**config.mk**
```make
export PLATFORM = sky130hd
export DESIGN_NAME = otu_core
export DESIGN_NICKNAME = d
export VERILOG_FILES = /design/src/core/otu_pkg.sv /design/src/core/otu_core.sv /design/src/core/otu_shifter.sv /design/src/core/otu_prio.sv
export SDC_FILE = /design/constraint.sdc
export NUM_CORES = 1
export LEC_CHECK = 0
export BUFFER_PORTS_ARGS = -buffer_cell sky130_fd_sc_hd__buf_2
export CAP_MARGIN = 20
export CORE_AREA = 2 2 115 228
export CTS_CLUSTER_DIAMETER = 50
export DETAILED_ROUTE_END_ITERATION = 10
export DIE_AREA = 0 0 117 230
export GPL_ROUTABILITY_DRIVEN = 0
export PLACE_DENSITY_LB_ADDON = 0.08
export REMOVE_ABC_BUFFERS = 1
export SYNTH_ARGS = -nofsm -noshare
export SYNTH_HDL_FRONTEND = slang
export SYNTH_HIERARCHICAL = 1
export SYNTH_SLANG_ARGS = --single-unit
```
**constraint.sdc**
```tcl
create_clock -name clk_sys -period 1.43 [get_ports clk_sys]
set_input_delay 0.0715 -clock clk_sys [delete_from_list [all_inputs] [get_ports clk_sys]]
set_output_delay 0.0715 -clock clk_sys [all_outputs]
set_load 0.01 [all_outputs]
```
**src/core/otu_pkg.sv**
```systemverilog
// otu_pkg: constants and carrier types of the operand and trap semantics unit
// How it works
// - opcode 072RSS shifts register R arithmetically by the signed count in the source, positive meaning left.
// - opcode 073RSS does the same shift on the register pair R and R|1 taken as one 32-bit operand.
// - a register-mode source that is also the stepped destination supplies its value from before the step.
// - a jump or subroutine call through (R)+ loads the program counter with the original value of R.
// - a move of the program counter to a location addressed through the program counter writes PC plus 2.
// - an odd or nonexistent address reached through the stack pointer halts as a double bus error, no trap.
// - stack overflow is checked against the fixed limit 400 octal after modes 4 and 5 on the stack pointer, calls and traps.
// - a stack overflow raises the overflow trap, and there is no second red-zone level.
// - a return from interrupt that sets the trace flag takes the trace trap right after it.
// - after a return from trap the next instruction always runs before a newly loaded trace flag traps.
// - a byte access to the odd status byte at 77777 octal raises no trap.
// - a direct write to the status word never changes the trace flag.
// - pending events are served in the order halt, odd address, memory management, time-out, parity, trap, trace, overflow, power fail, console halt.
package otu_pkg;
	localparam logic [6:0] OPC_SHIFT = 7'h3A;
	localparam logic [6:0] OPC_SHIFT_PAIR = 7'h3B;
	localparam logic [6:0] OPC_CALL = 7'h04;
	localparam logic [9:0] OPC_JUMP = 10'h001;
	localparam logic [3:0] OPC_MOVE = 4'h1;
	localparam logic [15:0] OPC_HALT = 16'h0000;
	localparam logic [15:0] OPC_RET_INT = 16'h0002;
	localparam logic [15:0] OPC_RET_TRAP = 16'h0006;
	localparam logic [15:0] REG_STEP = 16'h0002;
	localparam logic [15:0] PC_STORE_OFS = 16'h0002;
	localparam logic [15:0] STACK_LIMIT = 16'h0100;
	localparam logic [15:0] PSW_ODD_ADDR = 16'h7FFF;
	localparam logic [15:0] PSW_RESET = 16'h0000;
	localparam int PSW_T_BIT = 4;
	localparam logic [2:0] MODE_REG = 3'h0;
	localparam logic [2:0] MODE_AINC = 3'h2;
	localparam logic [2:0] MODE_AINC_DEF = 3'h3;
	localparam logic [2:0] MODE_ADEC = 3'h4;
	localparam logic [2:0] MODE_ADEC_DEF = 3'h5;
	localparam logic [2:0] MODE_IDX = 3'h6;
	localparam logic [2:0] MODE_IDX_DEF = 3'h7;
	localparam logic [2:0] REG_SP = 3'h6;
	localparam logic [2:0] REG_PC = 3'h7;
	localparam int SHIFT_CW = 6;
	// event bit positions, lowest index served first
	localparam int EV_HALT = 0;
	localparam int EV_ODD = 1;
	localparam int EV_MMU = 2;
	localparam int EV_TIMEOUT = 3;
	localparam int EV_PARITY = 4;
	localparam int EV_TRAP = 5;
	localparam int EV_TRACE = 6;
	localparam int EV_STKOVF = 7;
	localparam int EV_PWRFAIL = 8;
	localparam int EV_CONSOLE = 9;
	localparam int EV_NUM = 10;

	typedef enum logic [1:0] {
		TR_RUN = 2'b01,
		TR_SKIP = 2'b10
	} otu_trc_state_type;

	// operand request for one decoded instruction
	typedef struct packed {
		logic valid;
		logic [15:0] word;
		logic [15:0] r_val;
		logic [15:0] r_odd;
		logic [15:0] d_pre;
		logic [15:0] s_val;
		logic [15:0] pc_val;
		logic [15:0] ea;
	} otu_opreq_type;

	typedef struct packed {
		logic [15:0] src_opnd;
		logic [15:0] new_pc;
		logic pc_load;
		logic [15:0] reg_wb;
		logic reg_wb_en;
		logic [15:0] store_val;
		logic [15:0] sh_hi;
		logic [15:0] sh_lo;
		logic sh_c;
		logic sh_en;
		logic sh_pair;
	} otu_opres_type;

	typedef struct packed {
		logic valid;
		logic [15:0] addr;
		logic byte_acc;
		logic wr;
		logic [15:0] wdata;
		logic sp_ref;
		logic nxm;
	} otu_busreq_type;

	typedef struct packed {
		logic valid;
		logic [2:0] mode;
		logic [2:0] rnum;
		logic call;
		logic trap;
		logic [15:0] sp;
	} otu_spchk_type;

	typedef struct packed {
		logic valid;
		logic [15:0] word;
		logic [15:0] new_psw;
	} otu_done_type;

	typedef struct packed {
		logic valid;
		logic [15:0] new_psw;
	} otu_entry_type;
endpackage

```
**src/core/otu_core.sv**
```systemverilog
// otu_core: operand selection, shift, status word and event arbitration
`timescale 1ns/1ns
module otu_core (
	// clock and reset
	input wire logic clk_sys,
	input wire logic rstn,
	// instruction operand request and result
	input wire otu_pkg::otu_opreq_type op_req,
	output otu_pkg::otu_opres_type op_res,
	output logic op_res_valid,
	// bus access seen by the processor
	input wire otu_pkg::otu_busreq_type bus,
	output logic psw_hit,
	// stack pointer update
	input wire otu_pkg::otu_spchk_type sp_chk,
	// completion and trap entry
	input wire otu_pkg::otu_done_type done,
	input wire otu_pkg::otu_entry_type entry,
	// other event sources
	input wire logic mmu_err,
	input wire logic parity_err,
	input wire logic trap_instr,
	input wire logic power_fail,
	input wire logic console_halt,
	// event service
	input wire logic evt_ack,
	output logic [otu_pkg::EV_NUM-1:0] evt_grant,
	output logic evt_valid,
	output logic [3:0] evt_code,
	// processor state
	output logic dbl_halt,
	output logic [15:0] psw
);
	localparam int T = otu_pkg::PSW_T_BIT;
	localparam int N = otu_pkg::EV_NUM;

	// step a register or the program counter by one word
	function automatic logic [15:0] plus_two(input logic [15:0] v);
		return 16'(v + otu_pkg::REG_STEP);
	endfunction

	otu_pkg::otu_opres_type res_q;
	otu_pkg::otu_opres_type res_d;
	logic res_valid_q;
	logic psw_hit_q;
	logic [15:0] psw_q;
	logic [15:0] psw_d;
	logic dbl_q;
	logic [N-1:0] pend_q;
	logic [N-1:0] pend_d;
	logic [N-1:0] ev_set;
	logic [N-1:0] grant;
	logic [1:0] sync1_q;
	logic [1:0] sync2_q;
	otu_pkg::otu_trc_state_type trc_q;
	otu_pkg::otu_trc_state_type trc_d;
	logic trace_set;

	// instruction fields
	wire [15:0] iw = op_req.word;
	wire [2:0] s_mode = iw[11:9];
	wire [2:0] s_reg = iw[8:6];
	wire [2:0] d_mode = iw[5:3];
	wire [2:0] d_reg = iw[2:0];
	wire is_shift = iw[15:9] == otu_pkg::OPC_SHIFT;
	wire is_pair = iw[15:9] == otu_pkg::OPC_SHIFT_PAIR;
	wire is_jump = iw[15:6] == otu_pkg::OPC_JUMP;
	wire is_call = iw[15:9] == otu_pkg::OPC_CALL;
	wire is_move = iw[15:12] == otu_pkg::OPC_MOVE;

	// same register as register-mode source and stepped destination
	wire d_steps = d_mode >= otu_pkg::MODE_AINC && d_mode <= otu_pkg::MODE_ADEC_DEF;
	wire same_reg = s_mode == otu_pkg::MODE_REG && s_reg == d_reg && d_steps;
	wire [15:0] src_sel = same_reg ? op_req.d_pre : op_req.s_val;

	// jump through (R)+
	wire jump_ainc = (is_jump | is_call) & d_mode == otu_pkg::MODE_AINC;

	// move of the program counter through the program counter
	wire pc_dst = d_mode == otu_pkg::MODE_AINC_DEF || d_mode == otu_pkg::MODE_IDX || d_mode == otu_pkg::MODE_IDX_DEF;
	wire move_pc = is_move & s_mode == otu_pkg::MODE_REG & s_reg == otu_pkg::REG_PC & d_reg == otu_pkg::REG_PC & pc_dst;

	// shifter operand: pair {R, R|1} or sign-extended R
	wire [31:0] sh_opnd = is_pair ? {op_req.r_val, op_req.r_odd} : {{16{op_req.r_val[15]}}, op_req.r_val};
	wire [otu_pkg::SHIFT_CW-1:0] sh_cnt = op_req.s_val[otu_pkg::SHIFT_CW-1:0];
	wire [31:0] sh_res;
	wire sh_carry;
	wire shift_c = sh_cnt[otu_pkg::SHIFT_CW-1] ? sh_carry : sh_res[16];

	otu_shifter #(
		.W(32),
		.CW(otu_pkg::SHIFT_CW)
	) u_shift (
		.opnd(sh_opnd),
		.count(sh_cnt),
		.res(sh_res),
		.carry(sh_carry)
	);

	// operand result for the request
	always_comb begin
		res_d = res_q;
		if (op_req.valid) begin
			res_d.src_opnd = src_sel;
			res_d.pc_load = is_jump | is_call;
			res_d.new_pc = jump_ainc ? op_req.d_pre : op_req.ea;
			res_d.reg_wb_en = jump_ainc;
			res_d.reg_wb = plus_two(op_req.d_pre);
			res_d.store_val = move_pc ? plus_two(op_req.pc_val) : src_sel;
			res_d.sh_en = is_shift | is_pair;
			res_d.sh_pair = is_pair;
			res_d.sh_hi = is_pair ? sh_res[31:16] : sh_res[15:0];
			res_d.sh_lo = is_pair ? sh_res[15:0] : op_req.r_odd;
			res_d.sh_c = is_pair ? sh_carry : shift_c;
		end
	end

	// result registers
	always_ff @(posedge clk_sys or negedge rstn) begin
		if (!rstn) begin
			res_q <= '0;
			res_valid_q <= 1'b0;
		end else begin
			res_q <= res_d;
			res_valid_q <= op_req.valid;
		end
	end

	// bus access classification
	wire psw_sel = bus.addr[15:1] == otu_pkg::PSW_ODD_ADDR[15:1];
	wire psw_wr = bus.valid & bus.wr & psw_sel;
	wire odd_word = bus.valid & ~bus.byte_acc & bus.addr[0];
	wire sp_fault = bus.valid & bus.sp_ref & (bus.addr[0] | bus.nxm);

	// stack overflow check
	wire sp_mode = sp_chk.rnum == otu_pkg::REG_SP && (sp_chk.mode == otu_pkg::MODE_ADEC || sp_chk.mode == otu_pkg::MODE_ADEC_DEF);
	wire sp_when = sp_chk.valid & (sp_mode | sp_chk.call | sp_chk.trap);
	wire stk_ovf = sp_when & (sp_chk.sp < otu_pkg::STACK_LIMIT);

	// completion decode
	wire d_ret_int = done.valid & done.word == otu_pkg::OPC_RET_INT;
	wire d_ret_trap = done.valid & done.word == otu_pkg::OPC_RET_TRAP;

	// trace sequencing at instruction completion
	always_comb begin
		trc_d = trc_q;
		trace_set = 1'b0;
		if (done.valid) begin
			case (trc_q)
				otu_pkg::TR_RUN: begin
					if (d_ret_int) begin
						trace_set = done.new_psw[T];
					end else if (d_ret_trap) begin
						trc_d = otu_pkg::TR_SKIP;
					end else begin
						trace_set = psw_q[T];
					end
				end
				otu_pkg::TR_SKIP: begin
					trace_set = psw_q[T] & ~d_ret_trap & ~d_ret_int;
					if (d_ret_int) begin
						trace_set = done.new_psw[T];
					end
					trc_d = d_ret_trap ? otu_pkg::TR_SKIP : otu_pkg::TR_RUN;
				end
				default: begin
					trc_d = otu_pkg::TR_RUN;
				end
			endcase
		end
	end

	// status word: only entries and returns may touch the trace flag
	always_comb begin
		psw_d = psw_q;
		if (entry.valid) begin
			psw_d = entry.new_psw;
		end else if (d_ret_int | d_ret_trap) begin
			psw_d = done.new_psw;
		end else if (psw_wr) begin
			if (bus.byte_acc & bus.addr[0]) begin
				psw_d[15:8] = bus.wdata[15:8];
			end else if (bus.byte_acc) begin
				psw_d[7:0] = bus.wdata[7:0];
			end else begin
				psw_d = bus.wdata;
			end
			psw_d[T] = psw_q[T];
		end
	end

	// event sources in service order
	assign ev_set[otu_pkg::EV_HALT] = done.valid & done.word == otu_pkg::OPC_HALT;
	assign ev_set[otu_pkg::EV_ODD] = odd_word & ~bus.sp_ref;
	assign ev_set[otu_pkg::EV_MMU] = mmu_err;
	assign ev_set[otu_pkg::EV_TIMEOUT] = bus.valid & bus.nxm & ~bus.sp_ref;
	assign ev_set[otu_pkg::EV_PARITY] = parity_err;
	assign ev_set[otu_pkg::EV_TRAP] = trap_instr;
	assign ev_set[otu_pkg::EV_TRACE] = trace_set;
	assign ev_set[otu_pkg::EV_STKOVF] = stk_ovf;
	assign ev_set[otu_pkg::EV_PWRFAIL] = sync2_q[0];
	assign ev_set[otu_pkg::EV_CONSOLE] = sync2_q[1];

	// a new event wins over the acknowledge of the same bit
	assign pend_d = (pend_q & ~(evt_ack ? grant : '0)) | ev_set;

	otu_prio #(
		.N(N)
	) u_prio (
		.pend(pend_q),
		.grant(grant),
		.any(evt_valid),
		.code(evt_code)
	);

	// state registers
	always_ff @(posedge clk_sys or negedge rstn) begin
		if (!rstn) begin
			psw_q <= otu_pkg::PSW_RESET;
			trc_q <= otu_pkg::TR_RUN;
			pend_q <= '0;
			dbl_q <= 1'b0;
			psw_hit_q <= 1'b0;
			sync1_q <= 2'h0;
			sync2_q <= 2'h0;
		end else begin
			psw_q <= psw_d;
			trc_q <= trc_d;
			pend_q <= pend_d;
			dbl_q <= dbl_q | sp_fault;
			psw_hit_q <= bus.valid & psw_sel;
			sync1_q <= {console_halt, power_fail};
			sync2_q <= sync1_q;
		end
	end

	// outputs
	assign op_res = res_q;
	assign op_res_valid = res_valid_q;
	assign psw_hit = psw_hit_q;
	assign evt_grant = grant;
	assign dbl_halt = dbl_q;
	assign psw = psw_q;
endmodule

```
**src/core/otu_shifter.sv**
```systemverilog
// otu_shifter: signed-count arithmetic shifter with carry out
`timescale 1ns/1ns
module otu_shifter #(
	parameter int W = 32,
	parameter int CW = 6
) (
	// operand and count
	input wire logic [W-1:0] opnd,
	input wire logic [CW-1:0] count,
	// result
	output logic [W-1:0] res,
	output logic carry
);
	if (W < 2 || CW < 2 || (1 << (CW - 1)) > W) begin : g_bad
		$error("otu_shifter: count range exceeds operand width");
	end

	logic left;
	logic [CW-1:0] mag;
	logic [W:0] lsh;
	logic [W:0] rsh;

	// negative count shifts right, sign bit fills from the top
	assign left = ~count[CW-1];
	assign mag = left ? count : CW'(-count);
	assign lsh = {1'b0, opnd} << mag;
	assign rsh = (W + 1)'($signed({opnd, 1'b0}) >>> mag);
	assign res = left ? lsh[W-1:0] : rsh[W:1];
	assign carry = left ? lsh[W] : rsh[0];
endmodule

```
**src/core/otu_prio.sv**
```systemverilog
// otu_prio: fixed-order event arbiter, lowest index wins
`timescale 1ns/1ns
module otu_prio #(
	parameter int N = 10
) (
	// pending events
	input wire logic [N-1:0] pend,
	// selected event
	output logic [N-1:0] grant,
	output logic any,
	output logic [3:0] code
);
	if (N < 1 || N > 16) begin : g_bad
		$error("otu_prio: event count must be 1 to 16");
	end

	// isolate the lowest set bit
	assign grant = pend & N'(-pend);
	assign any = |pend;

	// binary index of the granted event
	always_comb begin
		code = 4'h0;
		for (int i = 0; i < N; i++) begin
			if (grant[i]) begin
				code = 4'(i);
			end
		end
	end
endmodule

```
== After elaboration in Yosys (flattened, before gate mapping) ==
Index checks and enable logic that the tools add are counted.
Widths: inputs -> output; s select.

* Register bits after elaboration: 136
* Input bits: 233
* Output and inout bits: 135
* Word-level logic and storage cells: 143

* Add/subtract/negate cells: 4
* Magnitude comparators: 3
* Equality and inequality tests: 24
* Shift operators: 2
* Mux-type cells: 36
* Bitwise logic cells: 38
* Reduce and logical (&&, ||, !) cells: 15

{| class="wikitable"
|+ Operator list
! operator !! number
|-
| $mux 16 || 8
|-
| $shl 32x6->33 || 1
|-
| $sshr 33x6->33 || 1
|-
| $add 16x2->16 const B || 2
|-
| $mux 32 || 1
|-
| $mux 31 || 1
|-
| $mux 8 || 3
|-
| $and 1x1->1 || 23
|-
| $eq 3x3->1 const B || 7
|-
| $and 10x10->10 || 2
|-
| $eq 16x2->1 const B || 1
|-
| $eq 16x3->1 const B || 1
|-
| $logic_not 16->1 || 1
|-
| $lt 16x9->1 const B || 1
|-
| $eq 15x14->1 const B || 1
|-
| $eq 7x6->1 const B || 2
|-
| $mux 3 || 4
|-
| $eq 10x1->1 const B || 1
|-
| $mux 10 || 1
|-
| $mux 2 || 5
|-
| $neg 10->10 || 1
|-
| $not 10->10 || 1
|-
| $or 10x10->10 || 1
|-
| $reduce_or 10->1 || 1
|-
| other kinds (26) || 51
|}

== Logic depth before layout (Yosys ltp) ==
* Depth after elaboration: 11
* Gate-level depth with buffers: 15
* Gate-level depth less buffers: 13

== Hierarchy ==
Netlist, hierarchy kept.

{| class="wikitable"
|+ Modules (own cells, without submodules)
! module !! instances !! cells each !! area an instance (um^2) !! sequential area each (um^2)
|-
| otu_core || 1 || 781 || 7008.0 || 3404.5
|-
| otu_shifter || 1 || 540 || 3936.3 || 0.0
|-
| otu_prio || 1 || 33 || 196.4 || 0.0
|}

== Least setup slack after synthesis ==
No wires, ideal clock.

* Path kind: input-to-reg
* Start point: input port op_req[32] in the netlist's numbering
* End point: register res_q, in the netlist op_res[2]
* Library setup time: 0.137 ns
* Arrival: 2.740 ns
* Slack: -1.447 ns
* Stages on the path: 13
* Path buffers: 3
* Path through: buf_4 inv_1 clkbuf_1 ha_1 mux2i_2 buf_6 mux2i_1 mux2i_1 mux2_2 a221oi_1 a221oi_1 mux2i_1 a21oi_1

* Word-level cells in the longest chain between the ends: 6

{| class="wikitable"
|+ Ends and longest elaborated chain
! item !! line !! text
|-
| start: declaration || otu_core.sv:8 || <nowiki>input wire otu_pkg::otu_opreq_type op_req,</nowiki>
|-
| $neg 6->6 || otu_shifter.sv:25 || <nowiki>assign mag = left ? count : CW'(-count);</nowiki>
|-
| $mux 6 (*) || otu_shifter.sv:25 ||
|-
| $shl 32x6->33 / $sshr 33x6->33 (equally long branches) || otu_shifter.sv:26, otu_shifter.sv:27 ||
|-
| $mux 1 (*) || otu_shifter.sv:29 || <nowiki>assign carry = left ? lsh[W] : rsh[0];</nowiki>
|-
| via sh_carry || otu_core.sv:87 || <nowiki>wire sh_carry;</nowiki>
|-
| $mux 1 || otu_core.sv:88 || <nowiki>wire shift_c = sh_cnt[otu_pkg::SHIFT_CW-1] ? sh_carry : sh_res[16];</nowiki>
|-
| $mux 1 (*) || otu_core.sv:114 || <nowiki>res_d.sh_c = is_pair ? sh_carry : shift_c;</nowiki>
|-
| end signal: assignment || otu_core.sv:124 || <nowiki>res_q <= res_d;</nowiki>
|-
| end: declaration || otu_core.sv:42 || <nowiki>otu_pkg::otu_opres_type res_q;</nowiki>
|}

Mark *: on every way through the listed nets, which the timed path passes. The rest lies on a longest branch.
A chain may end at the register's enable or synchronous reset.

== Final worst setup path ==
* Start point: input port op_req[107] in the netlist's numbering
* End point: register res_q, in the netlist op_res[22]

* Word-level cells in the longest chain between the ends: 5

{| class="wikitable"
|+ Ends and longest elaborated chain
! item !! line !! text
|-
| $eq 7x6->1 (*) || otu_core.sv:66 || <nowiki>wire is_pair = iw[15:9] == otu_pkg::OPC_SHIFT_PAIR;</nowiki>
|-
| $mux 31 (*) || otu_core.sv:84 || <nowiki>wire [31:0] sh_opnd = is_pair ? {op_req.r_val, op_req.r_odd} : {{16{op_req.r_val[15]}}, op_req.r_val};</nowiki>
|-
| via sh_opnd[19] || otu_core.sv:84 ||
|-
| $shl 32x6->33 / $sshr 33x6->33 (equally long branches) || otu_shifter.sv:26, otu_shifter.sv:27 ||
|-
| $mux 32 (*) || otu_shifter.sv:28 || <nowiki>assign res = left ? lsh[W-1:0] : rsh[W:1];</nowiki>
|-
| via sh_res[19] || otu_core.sv:86 || <nowiki>wire [31:0] sh_res;</nowiki>
|-
| $mux 16 (*) || otu_core.sv:112 || <nowiki>res_d.sh_hi = is_pair ? sh_res[31:16] : sh_res[15:0];</nowiki>
|}

Marks and branches as above.

==> summary.md <==
| Metric | Value |
|---|---|
| Status | `finished with violations` |
| Violated checks | `setup timing` |
| CTS Root Cell | `clkbuf_16` |
| Max Cap Viol | `0` |
| Number of H-tree levels | `4` |
| Power Total | `approximately 16 mW` |
| All-Layer GR Usage | `39.9%` |
| Final Critical Period | `about 2.6 ns` |
| Power Dens Cells | `862 nW/um^2` |
| Post-Synthesis Cell Area | `between 10000 and 15000 um^2` |
| Endpoints failing setup | `87` |
| Slew headroom | `51.7%` |
| Residual DRC | `0` |
| CP dominant cell by count | `buf_6` |
| Final WS setup | `-1.13 ns` |
| Setup TNS | `-48.18 ns` |
| Max incr delay on CP | `0.37 ns` |
| Global-route wire length before repair | `80000 um` |
| Post-Layout Cell Count | `2397` |
| Layout cell share with drive strength beyond 1 | `47.7%` |
| Vias in the first global route | `14300` |
| Min-delay worst type | `primary input to register` |
| Worst Path Max Fanout | `8` |
| Worst Setup End Kind | `register` |
| Max Slew Vio Count | `0` |
| Syn Inst Count | `1354` |
| Commonest non-fill, non-tap cells in the layout | `buf_2, buf_4, nand2_1` |
| CP Data Arrival Time | `2.85 ns` |
| Die X | `~120 um` |
| Detail Route Antenna Nets | `0` |
| Buffers on Ports | `approximately 360` |
| NumNets Final | `2282` |
| Critical path class | `primary input to register` |
| Yosys synthesis warning count | `6` |
| Post-synth EDFFs | `0` |
| Initial Utilization | `44.3%` |
| CP max-delay cell | `o32a_1` |
| Commonest non-fill, non-tap cell in the layout | `buf_2` |
| Max Clk Rate | `around 0.4 GHz` |
| CTS sink count | `136` |
| Die Ht | `230 um` |
| Initial antenna violation count | `6` |
| Synth async-reset ratio | `100%` |
| Final Skew | `0.00557 ns` |
| Worst-skew pair later-pin latency | `between 0.4 and 0.5 ns` |
| Worst EP required | `1.73 ns` |
| Core ar. | `approximately 25000 um^2` |
| Via Count | `14400` |
| Final WL | `around 57000 um` |
| Detailed Route Iter0 Violations | `1347` |
| Placed wire-length estimate | `39700 um` |
| Slew @ Worst Pin | `0.722 ns` |
| Total CTS buffers | `17` |
| RSZ-0062 raised after global routing | `yes` |
| Drt pass-1 iters | `7` |
| Largest net degree at the start of global routing | `53` |
| Yosys cell types | `82` |
| Sequential area share after synthesis | `around 31%` |
| Crit start category | `primary input` |
| IO Count | `368` |
| Die Area | `between 20000 and 30000 um^2` |
| Main synth FF type | `dfrtp_1` |
| Fin. Hold Viols | `0` |
| Clock Pin Slew Worst Setup and Hold Paths | `0.06 ns` |
| Seq cells post-synth | `136` |
| Peak VDD IR | `slightly above 900 uV` |
| FP Rows | `82` |
| Cells along the critical path | `buf_8, nor3b_4, and3_4, nor2b_4, a21o_1, buf_6, buf_6, mux2_4, mux2i_4, mux2i_1, nand3_1, o21ai_0, o32a_1, nand2_1, a31oi_1` |
| Overflow after GRT | `0` |
| Post-DR wirelength/cell | `23.9 um` |
| Area grow syn2layout | `68.7%` |
| Drt via density | `between 5 and 6` |
| Leakage power | `8.66 nW` |
| Final period util | `179%` |
| Inst Count DP | `2225` |
| Synthesized area per cell | `approximately 8.2 um^2` |
| TritonCTS clock tree | `done` |
| Deepest clock path buffer count | `2` |
## metrics by stage
step / setup WS (ns) / area, um^2 / utilization [%] / hold slack, ns
floorplan: -3.02 / 10600 / - / -0.224
global placement: -2.12 / 15200 / 60.5 / 0.00870
detailed placement: -2.25 / 15200 / 60.5 / 0.00620
CTS: -0.892 / 18000 / 71.8 / 0.00454
global route: -1.18 / 18800 / 74.8 / 0.0348
finish: -1.13 / 18800 / 74.8 / 0.0191
## metal layers
| layer | vias to the layer above | GRT usage, % | share of wire (%) |
|---|---|---|---|
| met5 | - | 0 | 0 |
| li1 | 6342 | - | - |
| met1 | 6787 | 39.5 | 32 |
| met4 | 0 | 31.8 | 9.8 |
| met3 | 362 | 9.17 | 7.5 |
| met2 | 871 | 69.0 | 50 |
## layout make-up
type	instances	area, um^2
Antenna cell	6	15.0
Clock buffer	23	478
Clock inverter	7	119
Fill cell	1832	6340
Inverter	26	101
Multi-Input combinational cell	1091	8570
Sequential cell	136	3400
Tap cell	336	420
Timing Repair Buffer	772	5680
## registers in the layout, summed over array words and instances (netlist names)
signal	count
op_res	101
psw	16
pend_q	10
sync1_q	2
sync2_q	2
trc_q	2
dbl_halt	1
op_res_valid	1
psw_hit	1
## power breakdown
part / switching, mW / internal, mW
registers: 0.237 / 4.22
clock network: 1.67 / 2.86
logic: 3.85 / 3.37
total: 5.75 / 10.4
## worst max-delay path, delay by kind of cell
| kind | cells | cell delay (ns) |
|---|---|---|
| multiplexers | 3 | 0.84 |
| AO/OA/AOI/OAI | 4 | 0.75 |
| buffers and inverters | 3 | 0.33 |
| AND/OR/NAND/NOR | 5 | 0.83 |
## worst paths after layout
kind / start / endpoint / slack (ns) / cells after the start
worst max-delay path: op_req[107] / op_res[22]$_DFFE_PN0P_ / -1.13 / 15
worst min-delay path: op_req[66] / op_res[5]$_DFFE_PN0P_ / 0.02 / 4
worst max register to register: pend_q[3]$_DFF_PN0_ / pend_q[7]$_DFF_PN0_ / -0.28 / 8
worst min register to register: sync1_q[0]$_DFF_PN0_ / sync2_q[0]$_DFF_PN0_ / 0.35 / 0
max in group asynchronous: rstn / op_res[13]$_DFFE_PN0P_ / 0.66 / 3
min in group asynchronous: rstn / op_res[64]$_DFFE_PN0P_ / 0.13 / 2
## synthesized netlist by cell type (4+ instances only)
cell type	n	area, um^2
nand2_1	208	781
mux2i_1	143	1430
nor2_1	142	533
dfrtp_1	135	3380
a21oi_1	76	380
a31oi_1	56	350
clkbuf_1	56	210
o21ai_0	56	280
mux2_2	53	597
nand3_1	43	215
nor3_1	31	155
buf_2	28	140
inv_1	26	97.6
xor2_1	24	210
a21o_1	23	173
nor2b_1	17	106
o211ai_1	16	120
a221o_1	15	150
nand2b_1	14	87.6
nand4_1	14	87.6
buf_4	10	75.1
nor4_1	10	62.6
mux4_2	9	203
xnor2_1	9	78.8
and3_1	8	50.1
a32oi_1	6	52.6
o221ai_1	6	52.6
a211oi_1	5	37.5
and2_1	5	31.3
and4_1	5	43.8
ha_1	5	62.6
nor3b_1	5	37.5
a221oi_1	4	35.0
o2111ai_1	4	35.0
o21a_1	4	30.0
o21ai_1	4	20.0
o31a_1	4	35.0
o31ai_1	4	30.0
o32a_1	4	40.0
or3_1	4	25.0
## what timing repair did
action	CTS	global route
setup endpoints to repair	100	101
hold buffers	87	0
buffers inserted	28	25
gates cloned	4	1
resized for setup	245	120
endpoints found under the hold margin	210	0
pin swaps	83	62
## cells by family after synthesis
logic type / after synthesis / share of synthesized area [%]
and+or+nand+nor: 525 / 21.6
AOI/OAI and AO/OA: 320 / 19.1
muxes: 206 / 20.1
DFF: 136 / 30.6
buffers and inverters: 128 / 5.32
xor gates and xnor gates: 34 / 2.74
adders and majority gates: 5 / 0.562
No activity file was read; power rests on OpenSTA's default activity.
